File: config.mk
export PLATFORM = sky130hd
export DESIGN_NAME = fbcs_device_flat
export DESIGN_NICKNAME = d
export VERILOG_FILES = /design/src/common/fbcs_pkg.sv /design/src/common/fbcs_if.sv /design/src/hdl/fbcs_device.sv /design/src/flat_wrapper.sv
export VERILOG_INCLUDE_DIRS = /design/src /design/src/common
export SDC_FILE = /design/constraint.sdc
export NUM_CORES = 1
export LEC_CHECK = 0
export ABC_AREA = 0
export BUFFER_PORTS_ARGS = -buffer_cell sky130_fd_sc_hd__buf_4
export CAP_MARGIN = 0
export CORE_MARGIN = 4
export CORE_UTILIZATION = 63
export CTS_BUF_LIST = sky130_fd_sc_hd__clkbuf_8
export DETAILED_ROUTE_END_ITERATION = 8
export PLACE_DENSITY = 0.82
export SETUP_SLACK_MARGIN = 0.2
export SYNTH_ARGS = -nofsm -noshare
export SYNTH_HDL_FRONTEND = slang
export SYNTH_SLANG_ARGS = --single-unit
File: constraint.sdc
create_clock -name clk -period 3.2 [get_ports clk]
set_input_delay 0.32 -clock clk [delete_from_list [all_inputs] [get_ports clk]]
set_output_delay 0.32 -clock clk [all_outputs]
set_load 0.01 [all_outputs]
File: src/common/fbcs_cfg.svh
// constants for the flash buffer command and status block
`ifndef FBCS_CFG_SVH
`define FBCS_CFG_SVH
`define FBCS_OP_XFR_B1     8'h53
`define FBCS_OP_XFR_B2     8'h55
`define FBCS_OP_CMP_B1     8'h60
`define FBCS_OP_CMP_B2     8'h61
`define FBCS_OP_RWR_B1     8'h58
`define FBCS_OP_RWR_B2     8'h59
`define FBCS_OP_STATUS     8'hd7
`define FBCS_CMD_BITS      6'd32
`define FBCS_RDY_BIT       7
`define FBCS_COMP_BIT      6
`define FBCS_DENS_LSB      2
`define FBCS_PROT_BIT      1
`define FBCS_PSIZE_BIT     0
`define FBCS_EPE_BIT       5
`define FBCS_SLE_BIT       3
`define FBCS_PS2_BIT       2
`define FBCS_PS1_BIT       1
`define FBCS_ES_BIT        0
`define FBCS_PG528_LSB     10
`define FBCS_PG512_LSB     9
`define FBCS_CLK_NS        4
`define FBCS_XFR_NS        200
`define FBCS_COMP_NS       200
`define FBCS_EP_NS         4000
`define FBCS_XFR_CYC       (`FBCS_XFR_NS / `FBCS_CLK_NS)
`define FBCS_COMP_CYC      (`FBCS_COMP_NS / `FBCS_CLK_NS)
`define FBCS_EP_CYC        (`FBCS_EP_NS / `FBCS_CLK_NS)
`define FBCS_SCK_HALF      4'd4
`define FBCS_ADDR_STATUS   2'h0
`define FBCS_ADDR_CMD      2'h1
`define FBCS_ADDR_PAGE     2'h2
`define FBCS_ADDR_RESULT   2'h3
`endif

File: src/common/fbcs_pkg.sv
// operation type reported by the device end of the flash buffer command link and checked by the bench
package fbcs_pkg;
  typedef enum logic [1:0] {fbcs_op_none, fbcs_op_xfr, fbcs_op_cmp, fbcs_op_rwr} fbcs_op_t;
endpackage : fbcs_pkg

File: src/common/fbcs_if.sv
// serial link between host controller and flash command block
`timescale 1ns/1ns
interface fbcs_if;
  logic cs_n;
  logic sck;
  logic si;
  logic so;
  logic so_oe;
  modport dev  (input cs_n, input sck, input si, output so, output so_oe);
  modport host (output cs_n, output sck, output si, input so, input so_oe);
endinterface : fbcs_if

File: src/hdl/fbcs_device.sv
// flash device end: command shifter, self-timed ops, status output
//
// Local design decisions: the register offsets and the strobed register port.
`timescale 1ns/1ns
`include "fbcs_cfg.svh"
// How it works
// - 53h/55h copy page to buffer
// - 528 mode: 1 dummy, page, 10 dummy
// - 512 mode: 2 dummy, page, 9 dummy
// - shift while selected; start on deselect
// - busy during page copy
// - 60h/61h compare page with buffer
// - compare on deselect, busy meanwhile
// - compare result to byte-one bit 6
// - 58h/59h refresh page via buffer
// - refresh copies then programs back
// - refresh busy for erase-program time
// - host refreshes pages within 50000 cycles; fbcs_host keeps no count and refreshes only on a command write
// - D7h then status bit per clock
// - status repeats byte one after two
// - fresh sample per byte; bit 7 ready
// - deselect ends read, floats output
// - status read allowed any time
// - byte-one bit 1 shows protection
// - byte-one bit 0 shows page size
// - byte-two bit 5 error; 6,4 zero
// - byte-two bit 3 lockdown allowed
// - byte-two bits 2,1,0 suspend flags
module fbcs_device
  import fbcs_pkg::*;
#(
  parameter logic [3:0] DENSITY_CODE = 4'h5  // arbitrary value
)(
  // clock and reset
  input  wire logic clk,
  input  wire logic resetn,
  input  wire logic clk_en,
  // serial link
  fbcs_if.dev       link,
  // array-side flags and page data
  input  wire logic page_512_mode,
  input  wire logic protect_enabled,
  input  wire logic erase_program_error_flag,
  input  wire logic lockdown_allowed_flag,
  input  wire logic buffer_two_program_suspended,
  input  wire logic buffer_one_program_suspended,
  input  wire logic erase_suspended_flag,
  input  wire logic page_mismatch,
  // operation reporting
  output logic      busy,
  output fbcs_pkg::fbcs_op_t op_kind,
  output logic      op_buffer_two,
  output logic [12:0] op_page
);
  import fbcs_pkg::*;

  logic [2:0]  cs_sync_r, sck_sync_r;
  logic [1:0]  si_sync_r;
  logic [31:0] shift_r;
  logic [5:0]  bit_cnt_r;
  logic        status_mode_r;
  logic [3:0]  out_idx_r;
  logic [15:0] status_snap_r;
  logic [31:0] op_cnt_r;
  logic        so_r, so_oe_r, comp_r;
  logic        rwr_phase2_r;
  logic [7:0]  byte_one, byte_two;
  wire         cs_low    = ~cs_sync_r[1];
  wire         cs_rise   = cs_sync_r[1] & ~cs_sync_r[2];
  wire         sck_rise  = sck_sync_r[1] & ~sck_sync_r[2];
  wire         sck_fall  = ~sck_sync_r[1] & sck_sync_r[2];
  wire [7:0]   op_byte   = shift_r[31:24];

  // pins pass two flops; stage 3 only feeds edge detection from stage 2
  always_ff @(posedge clk or negedge resetn)
    if (!resetn)
    begin
      cs_sync_r  <= 3'h7;
      sck_sync_r <= 3'h0;
      si_sync_r  <= 2'h0;
    end
    else if (clk_en)
    begin
      cs_sync_r  <= {cs_sync_r[1:0], link.cs_n};
      sck_sync_r <= {sck_sync_r[1:0], link.sck};
      si_sync_r  <= {si_sync_r[0], link.si};
    end

  always_comb
  begin
    byte_one = 8'h00;
    byte_one[`FBCS_RDY_BIT] = ~busy;
    byte_one[`FBCS_COMP_BIT] = comp_r;
    byte_one[`FBCS_DENS_LSB +: 4] = DENSITY_CODE;
    byte_one[`FBCS_PROT_BIT] = protect_enabled;
    byte_one[`FBCS_PSIZE_BIT] = page_512_mode;
    byte_two = 8'h00;
    byte_two[`FBCS_RDY_BIT] = ~busy;
    byte_two[`FBCS_EPE_BIT] = erase_program_error_flag;
    byte_two[`FBCS_SLE_BIT] = lockdown_allowed_flag;
    byte_two[`FBCS_PS2_BIT] = buffer_two_program_suspended;
    byte_two[`FBCS_PS1_BIT] = buffer_one_program_suspended;
    byte_two[`FBCS_ES_BIT] = erase_suspended_flag;
  end

  // command shift; mode 0, sample on sck rise
  always_ff @(posedge clk or negedge resetn)
    if (!resetn)
    begin
      shift_r   <= 32'h0;
      bit_cnt_r <= 6'h0;
    end
    else if (clk_en)
    begin
      if (!cs_low)
        bit_cnt_r <= 6'h0;
      else if (sck_rise && bit_cnt_r != 6'h3f)
      begin
        shift_r   <= {shift_r[30:0], si_sync_r[1]};
        bit_cnt_r <= bit_cnt_r + 6'h1;
      end
    end

  // status read; output changes on sck fall, accepted even while busy
  always_ff @(posedge clk or negedge resetn)
    if (!resetn)
    begin
      status_mode_r <= 1'b0;
      out_idx_r     <= 4'h0;
      status_snap_r <= 16'h0;
      so_r          <= 1'b0;
      so_oe_r       <= 1'b0;
    end
    else if (clk_en)
    begin
      if (!cs_low)
      begin
        status_mode_r <= 1'b0;
        so_oe_r       <= 1'b0;
      end
      else if (!status_mode_r && bit_cnt_r == 6'd8 && shift_r[7:0] == `FBCS_OP_STATUS)
      begin
        status_mode_r <= 1'b1;
        out_idx_r     <= 4'h0;
      end
      else if (status_mode_r && sck_fall)
      begin
        if (out_idx_r == 4'h0)
        begin
          status_snap_r <= {byte_one, byte_two};
          so_r          <= byte_one[7];
        end
        else if (out_idx_r == 4'h8)
        begin
          status_snap_r[7:0] <= byte_two;
          so_r               <= byte_two[7];
        end
        else if (out_idx_r < 4'h8)
          so_r <= status_snap_r[4'd15 - out_idx_r];
        else
          so_r <= status_snap_r[4'd15 - out_idx_r];
        so_oe_r   <= 1'b1;
        out_idx_r <= out_idx_r + 4'h1;
      end
    end

  // self-timed operation launch and timing
  always_ff @(posedge clk or negedge resetn)
    if (!resetn)
    begin
      busy          <= 1'b0;
      op_kind       <= fbcs_op_none;
      op_buffer_two <= 1'b0;
      op_page       <= 13'h0;
      op_cnt_r      <= 32'h0;
      rwr_phase2_r  <= 1'b0;
      comp_r        <= 1'b0;
    end
    else if (clk_en)
    begin
      if (busy)
      begin
        if (op_cnt_r > 32'h1)
          op_cnt_r <= op_cnt_r - 32'h1;
        else if (op_kind == fbcs_op_rwr && !rwr_phase2_r)
        begin
          rwr_phase2_r <= 1'b1;
          op_cnt_r     <= 32'(`FBCS_EP_CYC - `FBCS_XFR_CYC);
        end
        else
        begin
          if (op_kind == fbcs_op_cmp)
            comp_r <= page_mismatch;
          busy    <= 1'b0;
          op_kind <= fbcs_op_none;
        end
      end
      else if (cs_rise && bit_cnt_r == `FBCS_CMD_BITS)
      begin
        // buffer choice is not one opcode bit across all three pairs, so decode it fully
        op_buffer_two <= op_byte == `FBCS_OP_XFR_B2 || op_byte == `FBCS_OP_CMP_B2
                         || op_byte == `FBCS_OP_RWR_B2;
        op_page       <= page_512_mode ? shift_r[`FBCS_PG512_LSB +: 13]
                                       : shift_r[`FBCS_PG528_LSB +: 13];
        rwr_phase2_r  <= 1'b0;
        if (op_byte == `FBCS_OP_XFR_B1 || op_byte == `FBCS_OP_XFR_B2)
        begin
          busy     <= 1'b1;
          op_kind  <= fbcs_op_xfr;
          op_cnt_r <= 32'(`FBCS_XFR_CYC);
        end
        else if (op_byte == `FBCS_OP_CMP_B1 || op_byte == `FBCS_OP_CMP_B2)
        begin
          busy     <= 1'b1;
          op_kind  <= fbcs_op_cmp;
          op_cnt_r <= 32'(`FBCS_COMP_CYC);
        end
        else if (op_byte == `FBCS_OP_RWR_B1 || op_byte == `FBCS_OP_RWR_B2)
        begin
          busy     <= 1'b1;
          op_kind  <= fbcs_op_rwr;
          op_cnt_r <= 32'(`FBCS_XFR_CYC);
        end
      end
    end

  assign link.so    = so_r;
  assign link.so_oe = so_oe_r;
endmodule : fbcs_device

File: src/flat_wrapper.sv
// flat-port wrapper written by rule: the top's interface ports become plain ports
module fbcs_device_flat import fbcs_pkg::*;
#(
  parameter logic [3:0] DENSITY_CODE = 4'h5                    
)
  (clk, resetn, clk_en, page_512_mode, protect_enabled, erase_program_error_flag, lockdown_allowed_flag, buffer_two_program_suspended, buffer_one_program_suspended, erase_suspended_flag, page_mismatch, busy, op_kind, op_buffer_two, op_page, link_cs_n, link_sck, link_si, link_so, link_so_oe);
  fbcs_if link_i ();
  input  wire logic clk;
  input  wire logic resetn;
  input  wire logic clk_en;
  input  wire logic page_512_mode;
  input  wire logic protect_enabled;
  input  wire logic erase_program_error_flag;
  input  wire logic lockdown_allowed_flag;
  input  wire logic buffer_two_program_suspended;
  input  wire logic buffer_one_program_suspended;
  input  wire logic erase_suspended_flag;
  input  wire logic page_mismatch;
  output logic busy;
  output fbcs_pkg::fbcs_op_t op_kind;
  output logic op_buffer_two;
  output logic [12:0] op_page;
  input wire logic [$bits(link_i.cs_n)-1:0] link_cs_n;
  input wire logic [$bits(link_i.sck)-1:0] link_sck;
  input wire logic [$bits(link_i.si)-1:0] link_si;
  output wire logic [$bits(link_i.so)-1:0] link_so;
  output wire logic [$bits(link_i.so_oe)-1:0] link_so_oe;
  assign link_i.cs_n = link_cs_n;
  assign link_i.sck = link_sck;
  assign link_i.si = link_si;
  assign link_so = link_i.so;
  assign link_so_oe = link_i.so_oe;
  fbcs_device #(.DENSITY_CODE(DENSITY_CODE)) u_core (.clk(clk), .resetn(resetn), .clk_en(clk_en), .link(link_i), .page_512_mode(page_512_mode), .protect_enabled(protect_enabled), .erase_program_error_flag(erase_program_error_flag), .lockdown_allowed_flag(lockdown_allowed_flag), .buffer_two_program_suspended(buffer_two_program_suspended), .buffer_one_program_suspended(buffer_one_program_suspended), .erase_suspended_flag(erase_suspended_flag), .page_mismatch(page_mismatch), .busy(busy), .op_kind(op_kind), .op_buffer_two(op_buffer_two), .op_page(op_page));
endmodule
==> results.ini <==
[route]
drt-total-wl_um=11700
dr.pass1.iters=5
viasPerCell=6.35
met3_length_um=532
top_layer=met4
wl_met2_um=5860
avgRoutedWirePerCell_um=17.3
dr.first_iter.drc_count=227
ant_nets=0
wl_met1_um=5130
drc=0
route.vias.total=4290

[place]
dp_hpwl_um=7560
gp_congestion=0.828
numPortBuffers=32

[floorplan]
die-area_um2=10500
core_um2=8720
start_util_pct=64.8
pin_count=33
num_rows=34
die_x_um=103
die_h_um=103

[layout]
seq_area_um2=2880
final_nets=576
drive_above_1_share_pct=24.8
multi_input_area_um2=2630
n_antenna_cell=0
fill_cells=582
syn_to_final_growth_pct=14.4

[setup_path]
crit_slowest_cell=or4_1
critPathBufInv=3
worstReg2RegStart=u_core.op_cnt_r[0]
cp_common_cell=buf_4
cp_top_family=simple AND/OR/NAND/NOR gates
critPathKind=reg2reg
max_stage_delay_ps=500
cp.required_ps=3550
cp_max_fo=20
cp.arrival_ps=2850
worstSetupStartpointType=register
end_kind=register
crit_chain=inv_1 -> ha_1 -> nor3b_1 -> buf_4 -> and4_1 -> o211ai_1 -> buf_4 -> or4_1 -> a21oi_1
crit_start=u_core.op_cnt_r[0]

[flow_run]
maxCapViolCount=0

[logic_synthesis]
ys_types=64
synthTopCellsByArea=dfrtp_1, mux2_2, a21oi_1, o31ai_1, or4_1
synth_top_area_share_pct=49.6
synth.most_common_cell=dfrtp_1
netlist_instances=522
synth-main-ff-cell=dfrtp_1
async_flop_share_pct=100
synth-edff-count=0
synth_largest_area_cell=dfrtp_1
ys_ff_latch=115
ys_warn_count=0
ys_top_cells_by_count=dfrtp_1, a21oi_1, mux2_2
syn_nets=542
syn-mean-instance-area_um2=10.8
yosysSeqAreaShare_pct=51.0
syn-cell-area_um2=5650

[clock_tree]
htreeDepth=4
clkLatencyLatePin_ps=440
cts-root-buf=clkbuf_8
clkTransAtPathRegs_ps=70
cts_hold_buf=1
clock_path_buffers=2
cts_setup_buffers=0
cts_resized=0
cts_buffers=17
cts_tree=built
cts.sinks=115

[sta]
timing_hold_violations_final=0
fin_tns_setup_ps=0
rsz0062_at_grt=false
finalSetupViolations=0
max_slew_margin_pct=45.4
slew_violations=0
fmax_mhz=400
fin_crit_sh_pct=78.1
tightest_slew_ps=812
skew_ps=19.1
min_period_ps=2500

[global_routing]
grt_pass1_wl_um=19600
grt_start_max_net_pins=77
grt_pass1_vias=4259
grt_overflow=0
antenna_found_initial=0
grt_usage_pct=23.7

[pwr]
powerDensity_nw_per_um2=491
total_power_w=0.00317
power.leakage_nw=3.01
irDropWorstVdd_mv=0.336

[hold_path]
hp-start=buffer_two_program_suspended
hp-class=in2reg

[run_status]
status=complete, no violations

==> logic make-up after synthesis <==
| family | count (synthesis) | share of synthesized area (%) |
|---|---|---|
| DFF | 115 | 51.0 |
| adders and majority gates | 6 | 1.33 |
| and+or+nand+nor | 166 | 17.3 |
| xor gates and xnor gates | 4 | 0.620 |
| buffers and inverters | 42 | 2.90 |
| AOI/OAI and AO/OA | 125 | 14.2 |
| muxes | 64 | 12.6 |
==> power by group <==
| part | leakage, nW | switching [W] | internal [W] | total (W) |
|---|---|---|---|---|
| Sequential | 1.55 | 0.0000478 | 0.00152 | 0.00156 |
| Combinational | 1.25 | 0.0000862 | 0.0000894 | 0.000176 |
| Clock | 0.210 | 0.000632 | 0.000799 | 0.00143 |
| Total | 3.01 | 0.000766 | 0.00240 | 0.00317 |
==> flip-flops by register name, indices dropped and copies added (netlist names), 3 cells and up <==
name and count:
u_core.sck_sync_r 3, u_core.status_snap_r 11, u_core.op_cnt_r 32, u_core.bit_cnt_r 6
u_core.op_page 13, u_core.out_idx_r 4, u_core.shift_r 32, u_core.cs_sync_r 3
==> stage by stage <==
stage,area (um2),util [%],cells,hold slack [ps],setup WS (ps)
2_1_floorplan,5650,-,522,24.4,873
3_3_place_gp,6030,69.2,644,336,838
3_5_place_dp,6030,69.2,644,337,770
4_1_cts,6460,74.1,676,64.8,742
5_1_grt,6460,74.1,676,74.4,580
6_report,6460,74.1,676,71.8,701
==> final timing paths <==
kind,end,slack [ps],cells after the start
setup reg to reg,u_core.op_cnt_r[24],700,9
setup / recovery,u_core.op_cnt_r[24],700,9
min in group asynchronous,u_core.op_cnt_r[15],400,2
max in group asynchronous,u_core.cs_sync_r[1],1990,3
hold / removal,u_core.status_snap_r[2],70,3
hold reg to reg,u_core.status_snap_r[5],490,2
==> worst register-to-register path: stages, from the launching register on <==
cell,delay (ps)
dfrtp_1,430
inv_1,100
ha_1,280
nor3b_1,220
buf_4,170
and4_1,220
o211ai_1,90
buf_4,210
or4_1,500
a21oi_1,210
==> routing by layer <==
| metal | vias up | global-route usage, % |
|---|---|---|
| li1 | 2043 | - |
| met3 | 19 | 5.28 |
| met1 | 2124 | 30.9 |
| met2 | 104 | 39.2 |
| met4 | 0 | 8.17 |
| met5 | - | 0 |
==> cell usage in the layout, fill, tap and decap left out, types with 3 or more instances in the layout <==
master / n
mux2_2: 46
mux2i_1: 17
nand2_1: 30
clkinv_4: 4
ha_1: 6
nand3b_1: 5
o31ai_1: 26
nor2b_1: 3
clkbuf_8: 18
bufinv_16: 3
or3_1: 9
buf_4: 43
o21ai_0: 11
nand4_1: 6
inv_6: 4
inv_1: 12
dfstp_2: 3
or2_2: 6
a21oi_1: 51
nor2_1: 25
nand3_1: 10
nor4_1: 5
nand2b_1: 5
o22a_1: 4
a31oi_1: 6
or4_1: 23
nor3_1: 11
nor3b_1: 3
dfrtp_1: 112
o41ai_1: 5
and3_1: 3
==> cell type report <==
| cell class | count | area share [%] |
|---|---|---|
| Timing Repair Buffer | 45 | 5.46 |
| Sequential cell | 115 | 44.6 |
| Clock inverter | 13 | 2.67 |
| Clock buffer | 18 | 3.83 |
| Inverter | 12 | 0.697 |
| Tap cell | 108 | 2.09 |
| Multi-Input combinational cell | 365 | 40.6 |
No activity file was read; power rests on OpenSTA's default activity.
